`config.mk`:
```
export PLATFORM = sky130hd
export DESIGN_NAME = config_readback_host
export DESIGN_NICKNAME = d
export VERILOG_FILES = /design/src/pkg/readback_host_pkg.sv /design/src/rtl/config_clock_gen.sv /design/src/rtl/config_readback_host.sv
export SDC_FILE = /design/constraint.sdc
export NUM_CORES = 1
export LEC_CHECK = 0
export ABC_AREA = 1
export BUFFER_PORTS_ARGS = -buffer_cell sky130_fd_sc_hd__buf_2
export CORE_ASPECT_RATIO = 1.2
export CORE_MARGIN = 4
export CORE_UTILIZATION = 53
export CTS_CLUSTER_SIZE = 16
export DETAILED_ROUTE_END_ITERATION = 6
export PLACE_DENSITY = 0.77
export SLEW_MARGIN = 30
export SYNTH_ARGS = -nofsm -noshare
export SYNTH_HDL_FRONTEND = slang
export SYNTH_HIERARCHICAL = 1
export SYNTH_SLANG_ARGS = --single-unit
```
`constraint.sdc`:
```
create_clock -name ref_clk -period 1.93 [get_ports ref_clk]
set_input_delay 0.2895 -clock ref_clk [delete_from_list [all_inputs] [get_ports ref_clk]]
set_output_delay 0.2895 -clock ref_clk [all_outputs]
set_load 0.1 [all_outputs]
```
`src/pkg/readback_host_pkg.sv`:
```
// Constants shared by the configuration readback host controller
package readback_host_pkg;

  // Command words of the readback set, sent most significant byte first
  localparam logic [31:0] SYNC_WORD      = 32'hAA99_5566;
  localparam logic [31:0] FAR_WRITE_HDR  = 32'h3000_2001;
  localparam logic [31:0] CMD_WRITE_HDR  = 32'h3000_8001;
  localparam logic [31:0] READ_CFG_CMD   = 32'h0000_0004;
  localparam logic [31:0] FRAME_DATA_OUT_REG_READ_HDR  = 32'h2800_6000;
  localparam logic [31:0] TYPE2_READ_HDR = 32'h4800_0000;
  localparam int          TYPE2_COUNT_W  = 27;

  // Byte counts of the command set
  localparam int          SYNC_BYTES     = 4;
  localparam int          CMD_BYTES      = 24;
  localparam int          BYTES_PER_WORD = 4;
  localparam int          IDX_W          = 5;
  localparam logic [IDX_W-1:0] SYNC_FIRST = 5'h00;
  localparam logic [IDX_W-1:0] CMD_FIRST  = 5'h04;
  localparam logic [IDX_W-1:0] CMD_END    = 5'h1C;

  // Link clock: host divides its own clock down to the configuration clock
  localparam int          REF_PERIOD_NS  = 20;
  localparam int          CFG_PERIOD_NS  = 160;
  localparam int          CFG_HALF_CYCLES = CFG_PERIOD_NS / (2 * REF_PERIOD_NS);

  // Abort pattern and idle gap, counted in configuration clock periods
  localparam int          ABORT_EDGES    = 4;
  localparam int          GAP_EDGES      = 2;
  localparam int          EDGE_CNT_W     = 4;

  // Defaults for the smallest logic-block readback
  localparam int          DEF_WORD_COUNT  = 15876;
  localparam int          DEF_FRAME_WORDS = 11;

  typedef enum logic [2:0] {
    ST_IDLE,
    ST_ABORT,
    ST_WRITE,
    ST_GAP,
    ST_READ
  } host_state_t;

endpackage

```
`src/rtl/config_clock_gen.sv`:
```
// Divider that makes the configuration clock and marks its edges
module config_clock_gen #(
  parameter int HALF_CYCLES = readback_host_pkg::CFG_HALF_CYCLES
) (
  input  wire logic ref_clk,
  input  wire logic reset,
  output logic      config_clock,
  output logic      rise,
  output logic      fall
);

  localparam int CNT_W = (HALF_CYCLES > 1) ? $clog2(HALF_CYCLES) : 1;
  localparam logic [CNT_W-1:0] LAST = CNT_W'(HALF_CYCLES - 1);

  logic [CNT_W-1:0] count;

  always_ff @(posedge ref_clk) begin
    if (reset) begin
      count <= '0;
    end else if (count == LAST) begin
      count <= '0;
    end else begin
      count <= count + CNT_W'(1);
    end
  end

  always_ff @(posedge ref_clk) begin
    if (reset) begin
      config_clock <= 1'b0;
    end else if (count == LAST) begin
      config_clock <= ~config_clock;
    end
  end

  // Strobes are high in the cycle whose edge changes the clock pin
  assign rise = (count == LAST) && !config_clock;
  assign fall = (count == LAST) && config_clock;

endmodule

```
`src/rtl/config_readback_host.sv`:
```
// Host controller that reads logic-block frames back through the byte-wide port
// Notes on behaviour
// RULE_01: Full memory readback needs three sequences; this block runs the logic-block one.
// RULE_02: Verification needs only the logic-block frames; block RAM sections are left out.
// RULE_03: Resync is optional; when asked, abort first, then send the sync word.
// RULE_04: Device ignores a repeated sync word once synchronised.
// RULE_05: Command set without the sync word is exactly 24 bytes.
// RULE_06: Write one word to the frame address register with header 3000 2001h.
// RULE_07: Send the read-configuration command 0000 0004h under header 3000 8001h.
// RULE_08: Type-1 zero-word read header to frame output, then type-2 header with count.
// RULE_09: Device packs bytes into words; misaligned writes require resync.
// RULE_10: Full logic-block readback starts at frame address zero.
// RULE_11: Type-2 header low bits carry the word count; device returns that many.
// RULE_12: Write with select and write strobe low, then release both and the data pins.
// RULE_13: With select low and write high, device drives one byte each rising clock.
// RULE_14: Clock word count times four bytes, then release select; repeatable.
// RULE_15: Readback stream holds only frame contents and pad, no headers or CRC.
// RULE_16: Every frame follows one pad word; the first frame is pad and discarded.
// RULE_17: Readback frames are one word shorter than write frames.
// RULE_18: Total readback bytes equal frame bytes plus pad bytes.
// RULE_19: Verifier drops pad words whole and masks RAM and capture bits.
// RULE_20: Mask covers 32 bits after each frame, not the leading pad and pad frame.
// RULE_21: Mask bit zero means compare, one means skip.
// RULE_22: Device drives data pins only in a read phase; host releases them there.
module config_readback_host #(
  parameter int WORD_COUNT_W = readback_host_pkg::TYPE2_COUNT_W,
  parameter int FRAME_WORDS  = readback_host_pkg::DEF_FRAME_WORDS,
  parameter int HALF_CYCLES  = readback_host_pkg::CFG_HALF_CYCLES
) (
  input  wire logic                    ref_clk,
  input  wire logic                    reset,
  // User side
  input  wire logic                    start,
  input  wire logic                    resync,
  input  wire logic [31:0]             start_frame,
  input  wire logic [WORD_COUNT_W-1:0] word_count,
  output logic                         busy,
  output logic                         done,
  output logic [7:0]                   rd_byte,
  output logic                         rd_valid,
  output logic                         rd_discard,
  // Device pins
  output logic                         config_clock,
  output logic                         chip_select_n,
  output logic                         write_n,
  output logic [7:0]                   data_out,
  output logic                         data_oe,
  input  wire logic [7:0]              data_in
);

  localparam int TOTAL_W = WORD_COUNT_W + 2;
  localparam int WORD_W  = (FRAME_WORDS > 1) ? $clog2(FRAME_WORDS + 1) : 1;
  localparam logic [WORD_W-1:0] GROUP_LAST = WORD_W'(FRAME_WORDS);
  localparam int EDGE_W = readback_host_pkg::EDGE_CNT_W;
  localparam logic [EDGE_W-1:0] ABORT_LAST = EDGE_W'(readback_host_pkg::ABORT_EDGES);
  localparam logic [EDGE_W-1:0] GAP_LAST   = EDGE_W'(readback_host_pkg::GAP_EDGES);

  readback_host_pkg::host_state_t state;

  logic                               clk_rise;
  logic                               clk_fall;
  logic [readback_host_pkg::IDX_W-1:0] byte_idx;
  logic [EDGE_W-1:0]                  edge_cnt;
  logic [31:0]                        far_value;
  logic [WORD_COUNT_W-1:0]            count_value;
  logic [TOTAL_W-1:0]                 read_total;
  logic [TOTAL_W-1:0]                 read_cnt;
  logic                               rise_seen;
  logic [7:0]                         data_meta;
  logic [7:0]                         data_sync;
  logic [1:0]                         byte_in_word;
  logic [WORD_W-1:0]                  word_in_group;
  logic                               first_group;
  logic                               last_capture;

  // Command byte k of the set, most significant byte of each word first
  function automatic logic [7:0] cmd_byte(
    input logic [readback_host_pkg::IDX_W-1:0] idx,
    input logic [31:0]                         frame_address_reg,
    input logic [WORD_COUNT_W-1:0]             count
  );
    logic [31:0] word;
    logic [31:0] type2;
    word  = readback_host_pkg::SYNC_WORD;
    type2 = readback_host_pkg::TYPE2_READ_HDR | 32'(count);
    unique case (idx[4:2])
      3'h0: word = readback_host_pkg::SYNC_WORD;      // RULE_03
      3'h1: word = readback_host_pkg::FAR_WRITE_HDR;  // RULE_06
      3'h2: word = frame_address_reg;                               // RULE_06
      3'h3: word = readback_host_pkg::CMD_WRITE_HDR;  // RULE_07
      3'h4: word = readback_host_pkg::READ_CFG_CMD;   // RULE_07
      3'h5: word = readback_host_pkg::FRAME_DATA_OUT_REG_READ_HDR;  // RULE_08
      3'h6: word = type2;                             // RULE_08
      default: word = 32'h0000_0000;
    endcase
    unique case (idx[1:0])
      2'h0: cmd_byte = word[31:24];
      2'h1: cmd_byte = word[23:16];
      2'h2: cmd_byte = word[15:8];
      default: cmd_byte = word[7:0];
    endcase
  endfunction

  // Edge at which a read byte is taken, half a period after the device drove it
  function automatic logic read_strobe(
    input readback_host_pkg::host_state_t st,
    input logic                           fall,
    input logic                           seen
  );
    read_strobe = (st == readback_host_pkg::ST_READ) && fall && seen;
  endfunction

  config_clock_gen #(
    .HALF_CYCLES (HALF_CYCLES)
  ) u_clock (
    .ref_clk      (ref_clk),
    .reset        (reset),
    .config_clock (config_clock),
    .rise         (clk_rise),
    .fall         (clk_fall)
  );

  // Pins from the device pass two flops before use
  // Device delay plus these two flops must fit in half a clock period
  always_ff @(posedge ref_clk) begin
    if (reset) begin
      data_meta <= 8'h00;
      data_sync <= 8'h00;
    end else begin
      data_meta <= data_in;
      data_sync <= data_meta;
    end
  end

  assign busy         = (state != readback_host_pkg::ST_IDLE);
  // A word count of zero would wrap here; it is not supported
  assign last_capture = (read_cnt == read_total - TOTAL_W'(1));

  // Request latch: values held stable for the whole sequence
  always_ff @(posedge ref_clk) begin
    if (reset) begin
      far_value   <= 32'h0000_0000;
      count_value <= '0;
      read_total  <= '0;
    end else if (state == readback_host_pkg::ST_IDLE && start) begin
      far_value   <= start_frame;                               // RULE_01 RULE_02 RULE_10
      count_value <= word_count;                                // RULE_11
      read_total  <= TOTAL_W'({word_count, 2'b00});             // RULE_14
    end
  end

  // Sequencer; all pin changes happen on the falling clock edge
  always_ff @(posedge ref_clk) begin
    if (reset) begin
      state         <= readback_host_pkg::ST_IDLE;
      edge_cnt      <= '0;
      chip_select_n <= 1'b1;
      write_n       <= 1'b1;
      data_out      <= 8'h00;
      data_oe       <= 1'b0;
    end else begin
      unique case (state)
        readback_host_pkg::ST_IDLE: begin
          edge_cnt <= '0;
          if (start) begin
            // Resync runs the abort pattern first, then the sync word
            state <= resync ? readback_host_pkg::ST_ABORT
                            : readback_host_pkg::ST_WRITE;     // RULE_03
          end
        end
        readback_host_pkg::ST_ABORT: begin
          // Write strobe lifted while selected, without a read, aborts the port
          if (clk_fall) begin
            edge_cnt      <= edge_cnt + EDGE_W'(1);
            chip_select_n <= 1'b0;
            data_oe       <= 1'b0;
            write_n       <= (edge_cnt != '0);                  // RULE_03
            if (edge_cnt == ABORT_LAST) begin
              chip_select_n <= 1'b1;
              write_n       <= 1'b1;
              edge_cnt      <= '0;
              state         <= readback_host_pkg::ST_WRITE;
            end
          end
        end
        readback_host_pkg::ST_WRITE: begin
          if (clk_fall) begin
            if (byte_idx == readback_host_pkg::CMD_END) begin
              // Release strobes and data pins before the read phase
              chip_select_n <= 1'b1;                            // RULE_12
              write_n       <= 1'b1;                            // RULE_12
              data_oe       <= 1'b0;                            // RULE_22
              state         <= readback_host_pkg::ST_GAP;
            end else begin
              chip_select_n <= 1'b0;                            // RULE_12
              write_n       <= 1'b0;                            // RULE_12
              data_oe       <= 1'b1;
              data_out      <= cmd_byte(byte_idx, far_value, count_value);
            end
          end
        end
        readback_host_pkg::ST_GAP: begin
          // Released gap lets the device turn its data pins around
          if (clk_fall) begin
            edge_cnt <= edge_cnt + EDGE_W'(1);
            if (edge_cnt == GAP_LAST) begin
              edge_cnt      <= '0;
              chip_select_n <= 1'b0;                            // RULE_13
              write_n       <= 1'b1;                            // RULE_13
              state         <= readback_host_pkg::ST_READ;
            end
          end
        end
        readback_host_pkg::ST_READ: begin
          // Leave select low exactly word count times four rising edges
          if (read_strobe(state, clk_fall, rise_seen) && last_capture) begin
            chip_select_n <= 1'b1;                              // RULE_14
            state         <= readback_host_pkg::ST_IDLE;
          end
        end
        default: state <= readback_host_pkg::ST_IDLE;
      endcase
    end
  end

  // Command set position; the sync word takes the first four bytes
  always_ff @(posedge ref_clk) begin
    if (reset) begin
      byte_idx <= '0;
    end else if (state == readback_host_pkg::ST_IDLE && start) begin
      // Skipping the sync word keeps the command set at 24 bytes
      byte_idx <= resync ? readback_host_pkg::SYNC_FIRST
                         : readback_host_pkg::CMD_FIRST;       // RULE_05
    end else if (state == readback_host_pkg::ST_WRITE && clk_fall
                 && byte_idx != readback_host_pkg::CMD_END) begin
      byte_idx <= byte_idx + readback_host_pkg::IDX_W'(1);     // RULE_09
    end
  end

  // Capture is armed only once the device has seen a rising edge while selected
  always_ff @(posedge ref_clk) begin
    if (reset) begin
      rise_seen <= 1'b0;
    end else if (state != readback_host_pkg::ST_READ) begin
      rise_seen <= 1'b0;
    end else if (clk_rise) begin
      rise_seen <= 1'b1;
    end
  end

  // One-cycle pulse on the edge that closes the read phase
  always_ff @(posedge ref_clk) begin
    if (reset) begin
      done <= 1'b0;
    end else begin
      done <= read_strobe(state, clk_fall, rise_seen) && last_capture;
    end
  end

  // Byte capture half a period after the device drives it
  always_ff @(posedge ref_clk) begin
    if (reset) begin
      read_cnt <= '0;
      rd_byte  <= 8'h00;
      rd_valid <= 1'b0;
    end else begin
      rd_valid <= 1'b0;
      if (state == readback_host_pkg::ST_IDLE) begin
        read_cnt <= '0;
      end else if (read_strobe(state, clk_fall, rise_seen)) begin
        // Bytes pass unmasked so each mask bit lines up with its data bit
        rd_byte  <= data_sync;                                  // RULE_13 RULE_21
        rd_valid <= 1'b1;
        read_cnt <= read_cnt + TOTAL_W'(1);                     // RULE_14
      end
    end
  end

  // Stream position: pad word then a frame, the first group all pad
  always_ff @(posedge ref_clk) begin
    if (reset) begin
      byte_in_word  <= 2'h0;
      word_in_group <= '0;
      first_group   <= 1'b1;
      rd_discard    <= 1'b0;
    end else if (state == readback_host_pkg::ST_IDLE) begin
      byte_in_word  <= 2'h0;
      word_in_group <= '0;
      first_group   <= 1'b1;
    end else if (read_strobe(state, clk_fall, rise_seen)) begin
      rd_discard   <= first_group || (word_in_group == '0);    // RULE_16 RULE_19 RULE_20
      byte_in_word <= byte_in_word + 2'h1;
      if (byte_in_word == 2'h3) begin
        // Group is one pad word plus a readback frame one word short
        if (word_in_group == GROUP_LAST) begin                 // RULE_17
          word_in_group <= '0;
          first_group   <= 1'b0;
        end else begin
          word_in_group <= word_in_group + WORD_W'(1);
        end
      end
    end
  end

endmodule

```
==> results of run 1 <==
placed cells by master (no fill, tap or decap), drive strengths merged, types with 13 or more instances in the layout:
cell / synthesis / final
dfxtp: 149 / 149
inv: 152 / 153
buf: 10 / 256
o21ai: 95 / 95
clkbuf: 26 / 24
nand4: 18 / 18
a21oi: 102 / 102
nand2: 217 / 217
nor3: 20 / 20
ha: 13 / 13
nor2: 184 / 185
xor2: 25 / 25
nand3: 58 / 58
area by class of cell:
cell class,instances,area share
inverters,153,0.05555
clock inverters,8,0.01272
repair buffers,256,0.1648
repair inverters,1,0.0004668
multi-input cells,807,0.4158
flip-flops and latches,149,0.2805
clock buffers,24,0.04680
well taps,200,0.02334
per-stage QoR:
| stage | setup slack, ps | power (W) | area [µm²] | utilization | TNS (ps) |
|---|---|---|---|---|---|
| floorplan | -14.91 | 0.006768 | 7879 | - | -35.47 |
| detailed placement | -265.6 | 0.008629 | 9418 | 0.6507 | -1865 |
| global placement | -141.4 | 0.008539 | 9418 | 0.6507 | -865.6 |
| finish | -187.7 | 0.01290 | 10720 | 0.7408 | -1269 |
| CTS | -128.2 | 0.01263 | 10470 | 0.7232 | -780.6 |
| global route | -312.7 | 0.01360 | 10720 | 0.7408 | -3330 |
power breakdown:
| part | internal, W | switching [W] | leakage (nW) |
|---|---|---|---|
| Sequential | 0.00349 | 0.000348 | 1.23 |
| Clock | 0.00223 | 0.00133 | 0.313 |
| Combinational | 0.00218 | 0.00332 | 3.25 |
| Total | 0.00790 | 0.00500 | 4.78 |
repair_timing:
item                                   4_1_cts  5_1_grt
hold buffers                                 0        0
endpoints found under the hold margin        0        0
gates cloned                                 1        1
pin swaps                                   27       28
setup buffers                               30       14
resized for setup                           51       55
setup endpoints to repair                   17       32
state kept, by name (all words and copies together), names as in the netlist, 2 cells and up:
signal,cells
read_total,27
word_in_group,4
rd_byte,8
u_clock/count,2
far_value,32
read_cnt,29
data_sync,8
byte_idx,5
edge_cnt,4
data_meta,8
state,3
byte_in_word,2
data_out,8
worst max path at each step:
stage / start / to / slack, ps / cells past startpoint
global placement: read_total[2]$_SDFFE_PP0P_ / chip_select_n$_SDFFE_PP1P_ / -140 / 17
global route: read_total[7]$_SDFFE_PP0P_ / state[0]$_SDFFE_PP0P_ / -310 / 17
detailed placement: read_total[2]$_SDFFE_PP0P_ / state[0]$_SDFFE_PP0P_ / -270 / 17
CTS: read_total[4]$_SDFFE_PP0P_ / state[0]$_SDFFE_PP0P_ / -130 / 17
floorplan: u_clock/config_clock$_SDFFE_PP0N_ / read_cnt[26]$_SDFFE_PP0P_ / -10 / 13
finish: read_total[4]$_SDFFE_PP0P_ / state[0]$_SDFFE_PP0P_ / -190 / 17
cell families after synthesis:
group                    count (synthesis)  share of synthesized area
AO/OA/AOI/OAI                          242                     0.1687
XOR/XNOR                                33                    0.03677
adder cells (fa/ha/maj)                 13                    0.02069
buffers and inverters                  189                    0.09280
flip-flops                             149                     0.3795
AND/OR/NAND/NOR                        518                     0.3015
worst register-to-register path, cell delays in order (launching register included):
cell and delay [ps]:
dfxtp_4 360, nor2_4 120, nand2_2 90, buf_6 130
nor2_4 170, nand3_2 90, nand2_2 90, nand2_1 80
nand2_2 90, nand2_1 60, nor2_1 100, nand2_1 80
nor2_2 110, nand2_2 110, nand2_4 130, nand3_2 90
nand2_2 70, nor2_1 40
per-layer routing:
metal,part of all wire,global-route usage,wire length [µm]
met5,0,0,0
met2,0.50,0.5004,12320
met3,0.057,0.04107,1401
met1,0.40,0.3346,9755
met4,0.046,0.1470,1129
==> qor.yml, run 1 <==
finish:
  nFillCells: 1143
  multi_input_area_mm2: 0.004458
  seqCellArea_mm2: 0.003008
  drive_gt1_frac: 0.3026
  instances_no_fill: 1598
  finalNetCount: 1469
  diodes: 0
  syn_to_final_growth_pct: 36.41
worst_setup_path:
  r2r_cells: 17
  crit_top_cell: "nand2_2"
  crit_type: "reg2reg"
  critical-path-slowest-cell: "dfxtp_4"
  worstPathArrival_ps: 2450
  reg2reg_from: "read_total[4]$_SDFFE_PP0P_"
  worst_setup_path_end_kind: "flip-flop"
  worstPathRequired_ps: 2260
  timing.rr.end: "state[0]$_SDFFE_PP0P_"
  start_kind: "flip-flop"
  critPathMaxFanout: 7
  crit_path_cell_trace: "nor2_4 > nand2_2 > buf_6 > nor2_4 > nand3_2 > nand2_2 > nand2_1 > nand2_2 > nand2_1 > nor2_1 > nand2_1 > nor2_2 > nand2_2 > nand2_4 > nand3_2 > nand2_2 > nor2_1"
  slowest_delay_ps: 360
  path_delay_family: "simple AND/OR/NAND/NOR gates"
  regToRegSetupSlack_ps: -190
  crit_buf_inv: 1
logic_synthesis:
  synthFlopType: "dfxtp_1"
  synthArstFlopShare: 0
  synthDistinctLibCells: 45
  syn_nets: 1228
  syn_area_mm2: 0.007860
  synth_seq_cells: 149
  synth_top_area_frac: 0.3795
  synth-edff-count: 0
  yosysWarnings: 6
  synth_seq_area_share: 0.3795
  synth.largest_area_cell: "dfxtp_1"
  yosysMostFrequentCell: "nand2_1"
  synth.area.top_cells: "dfxtp_1 (38%), nand2_1 (9.8%), nor2_1 (7.5%)"
  synth_common_cells: "nand2_1 (205), nor2_1 (157), dfxtp_1 (149)"
  synth_area_per_cell_um2: 6.871
  synth_cells: 1144
global_route:
  grt_start_max_net_pins: 70
  grt_pass1_vias: 8152
  antenna_found_initial: 0
  grt-ovfl-total: 0
  track_usage: 0.2840
  grt_pass1_wl_um: 38760
timing:
  clock_skew_ps: 8.597
  hold_viol_final: 0
  fin_hold_ws_ps: 63.39
  fin_crit_ps: 2118
  setup_viol: 13
  tightest_slew_ps: 523.1
  period_share: 1.097
  fmaxAchievable_mhz: 472.2
  max_slew_margin: 0.6481
  maxSlewViolCount: 0
  setup_slack_ps: -187.7
  rsz0062_at_grt: "yes"
clocking:
  htree_levels: 4
  root_buffer: "clkbuf_16"
  clock-sinks: 149
  cts.path.max_buffers: 2
  cts_made_buffers: 17
  clkLatencyLatePin_ps: 430
  clk_pin_slew_ps: 60
  cts_tree: "yes"
drt:
  drtPass1Iterations: 7
  drtAntennaViolNets: 0
  routed_wl_um: 24610
  drtIter0Drc: 609
  vias: 8602
  drc: 2
  wl_per_cell_um: 15.40
  vias_per_cell: 5.383
power_and_ir_drop:
  powerDensity_mw_per_mm2: 1204
  vdd_drop_max_mv: 1.672
  p_leak_nw: 4.784
placement:
  io_buffers: 94
  place.gp.congestion: 0.9850
  dp.final_hpwl_um: 17290
  numPlacedInstances: 1525
job:
  cap_violations: 0
die:
  coreArea_mm2: 0.01447
  dieWidth_um: 119.2
  dieArea_mm2: 0.01685
  start_util: 0.5430
  row_count: 48
  die_h_um: 141.4
  ios: 95
outcome:
  outcome: "finished with violations"
  violations: "DRC, setup timing"
min_path:
  hp-class: "in2reg"
  hp-start: "data_in[7]"
  hold_path_end: "data_meta[7]$_SDFF_PP0_"
  whs_path_depth: 3
Power figures use the tool's default switching activity.
==> run 2, diff against run 1 <==
--- a/config.mk
+++ b/config.mk
@@ -13,6 +13,7 @@
 export CTS_CLUSTER_SIZE = 16
 export DETAILED_ROUTE_END_ITERATION = 6
 export PLACE_DENSITY = 0.77
+export REMOVE_ABC_BUFFERS = 1
 export SLEW_MARGIN = 30
 export SYNTH_ARGS = -nofsm -noshare
 export SYNTH_HDL_FRONTEND = slang
==> qor.yml, run 2 (synthesis gave the netlist of run 1 again) <==
power_and_ir_drop:
  power_w: 0.01303
  powerDensity_mw_per_mm2: 1189
  p_leak_nw: 4.855
  vdd_drop_max_mv: 0.8133
placement:
  place_ws_ps: -208.5
  place.gp.congestion: 0.9893
  dp.final_hpwl_um: 17300
  io_buffers: 94
outcome:
  violations: "setup timing"
  outcome: "finished with violations"
worst_setup_path:
  worstPathArrival_ps: 2550
  start_kind: "flip-flop"
  regToRegSetupSlack_ps: -300
  worstPathRequired_ps: 2250
  critPathMaxFanout: 4
  crit_type: "reg2reg"
  worst_setup_path_end_kind: "flip-flop"
timing:
  clock_skew_ps: 12.12
  rsz0062_at_grt: "yes"
  fmaxAchievable_mhz: 448.4
  tightest_slew_ps: 576.0
  setup_slack_ps: -300.3
  period_share: 1.156
  max_slew_margin: 0.6155
  fin_crit_ps: 2230
  maxSlewViolCount: 0
  hold_viol_final: 0
  setup_viol: 19
global_route:
  grt_most_used_layer: "met2"
  grtUsageMet2: 0.5272
  grtUsageMet3: 0.05263
  grt_pass1_wl_um: 41260
  grt_pass1_vias: 8398
  grt-ovfl-total: 0
  met1_usage: 0.3573
  grt_start_max_net_pins: 69
  track_usage: 0.3051
  antenna_found_initial: 0
drt:
  drtAntennaViolNets: 0
  vias: 8888
  drc: 0
  vias_per_cell: 5.520
  drtPass1Iterations: 5
  routed_wl_um: 26770
  wl_per_cell_um: 16.63
  drtIter0Drc: 701
die:
  dieWidth_um: 119.2
  ios: 95
  coreArea_mm2: 0.01447
  dieArea_mm2: 0.01685
  start_util: 0.5430
  die_h_um: 141.4
  row_count: 48
finish:
  final_common_cell: "nand2_1"
  syn_to_final_growth_pct: 39.48
  fin_util: 0.7574
  biggestRegsByFlops: "far_value x32, read_cnt x29, read_total x27"
  diodes: 0
  drive_gt1_frac: 0.3348
  layout_common_cells: "nand2_1 (184), buf_4 (162), nor2_1 (134)"
  regMostFlops: "far_value"
  finalNetCount: 1482
  largest_register_ffs: 32
clocking:
  cts_made_buffers: 17
  clk_pin_slew_ps: 60
  cts_hold_buffers: 0
  clkLatencyLatePin_ps: 440
  root_buffer: "clkbuf_16"
  htree_levels: 4
  cts_tree: "yes"
  clock-sinks: 149
  cts.path.max_buffers: 2
min_path:
  hp-class: "in2reg"
job:
  cap_violations: 0
[run 2: changes by cell type in the layout (fill, tap and decap cells not counted), sizes merged]
cell      before  now
buf          256  270
clkbuf        24   21
clkinv         4    2
clkinvlp       2    4
inv          153  155
bufinv         3    2
[run 2: metal layers]
layer,share of wire,up-vias
met3,0.057,118
met1,0.39,4131
li1,-,4262
met5,0,-
met4,0.050,0
met2,0.50,377
[run 2: layout make-up]
type | count | area, µm²
Fill cell | 1055 | 3511
Sequential cell | 149 | 3022
Clock inverter | 10 | 122.6
Timing Repair Buffer | 270 | 1899
Multi-Input combinational cell | 807 | 4633
Clock buffer | 21 | 450.4
Inverter | 153 | 585.6
Tap cell | 200 | 250.2
[run 2: stage by stage]
step / area (µm²) / instances / TNS, ps / hold WS [ps]
after floorplan: 7705 / 1108 / -51610 / 358.6
after global placement: 9364 / 1522 / -994.1 / 389.3
after detailed placement: 9364 / 1522 / -2418 / 394.7
after CTS: 10590 / 1589 / -1590 / 50.64
after global routing: 10960 / 1610 / -4950 / 63.75
final: 10960 / 1610 / -3062 / 54.87
[run 2: worst max-delay path, cell delays in order (launching register included)]
cell and delay, ps:
dfxtp_2 350, ha_4 140, nand2_2 60, inv_2 90
nand4_4 110, buf_12 170, nor2_4 100, nand2_4 70
nor2_4 110, nand2_2 80, nor3_4 220, nand2_2 110
nor2_4 170, nand3_2 100, o21ai_2 130, a21oi_1 60
[run 2: path summary, 6_finish.rpt]
path	startpoint	cells past startpoint	end
max	u_clock/count[0]$_SDFF_PP0_	15	read_cnt[26]$_SDFFE_PP0P_
min	data_in[1]	3	data_meta[1]$_SDFF_PP0_
max reg2reg	u_clock/count[0]$_SDFF_PP0_	15	read_cnt[26]$_SDFFE_PP0P_
min reg2reg	data_meta[1]$_SDFF_PP0_	2	data_sync[1]$_SDFF_PP0_
[run 2: repair_timing]
action | CTS | global route
gates cloned | 2 | 0
pin swaps | 57 | 30
setup buffers | 38 | 23
setup endpoints to repair | 20 | 39
endpoints found under the hold margin | 0 | 0
resized for setup | 101 | 66
[run 2: report_power, final]
part           switching [W]  internal (W)
logic                0.00354       0.00231
registers           0.000363       0.00351
clock network        0.00138       0.00194
total                0.00528       0.00775
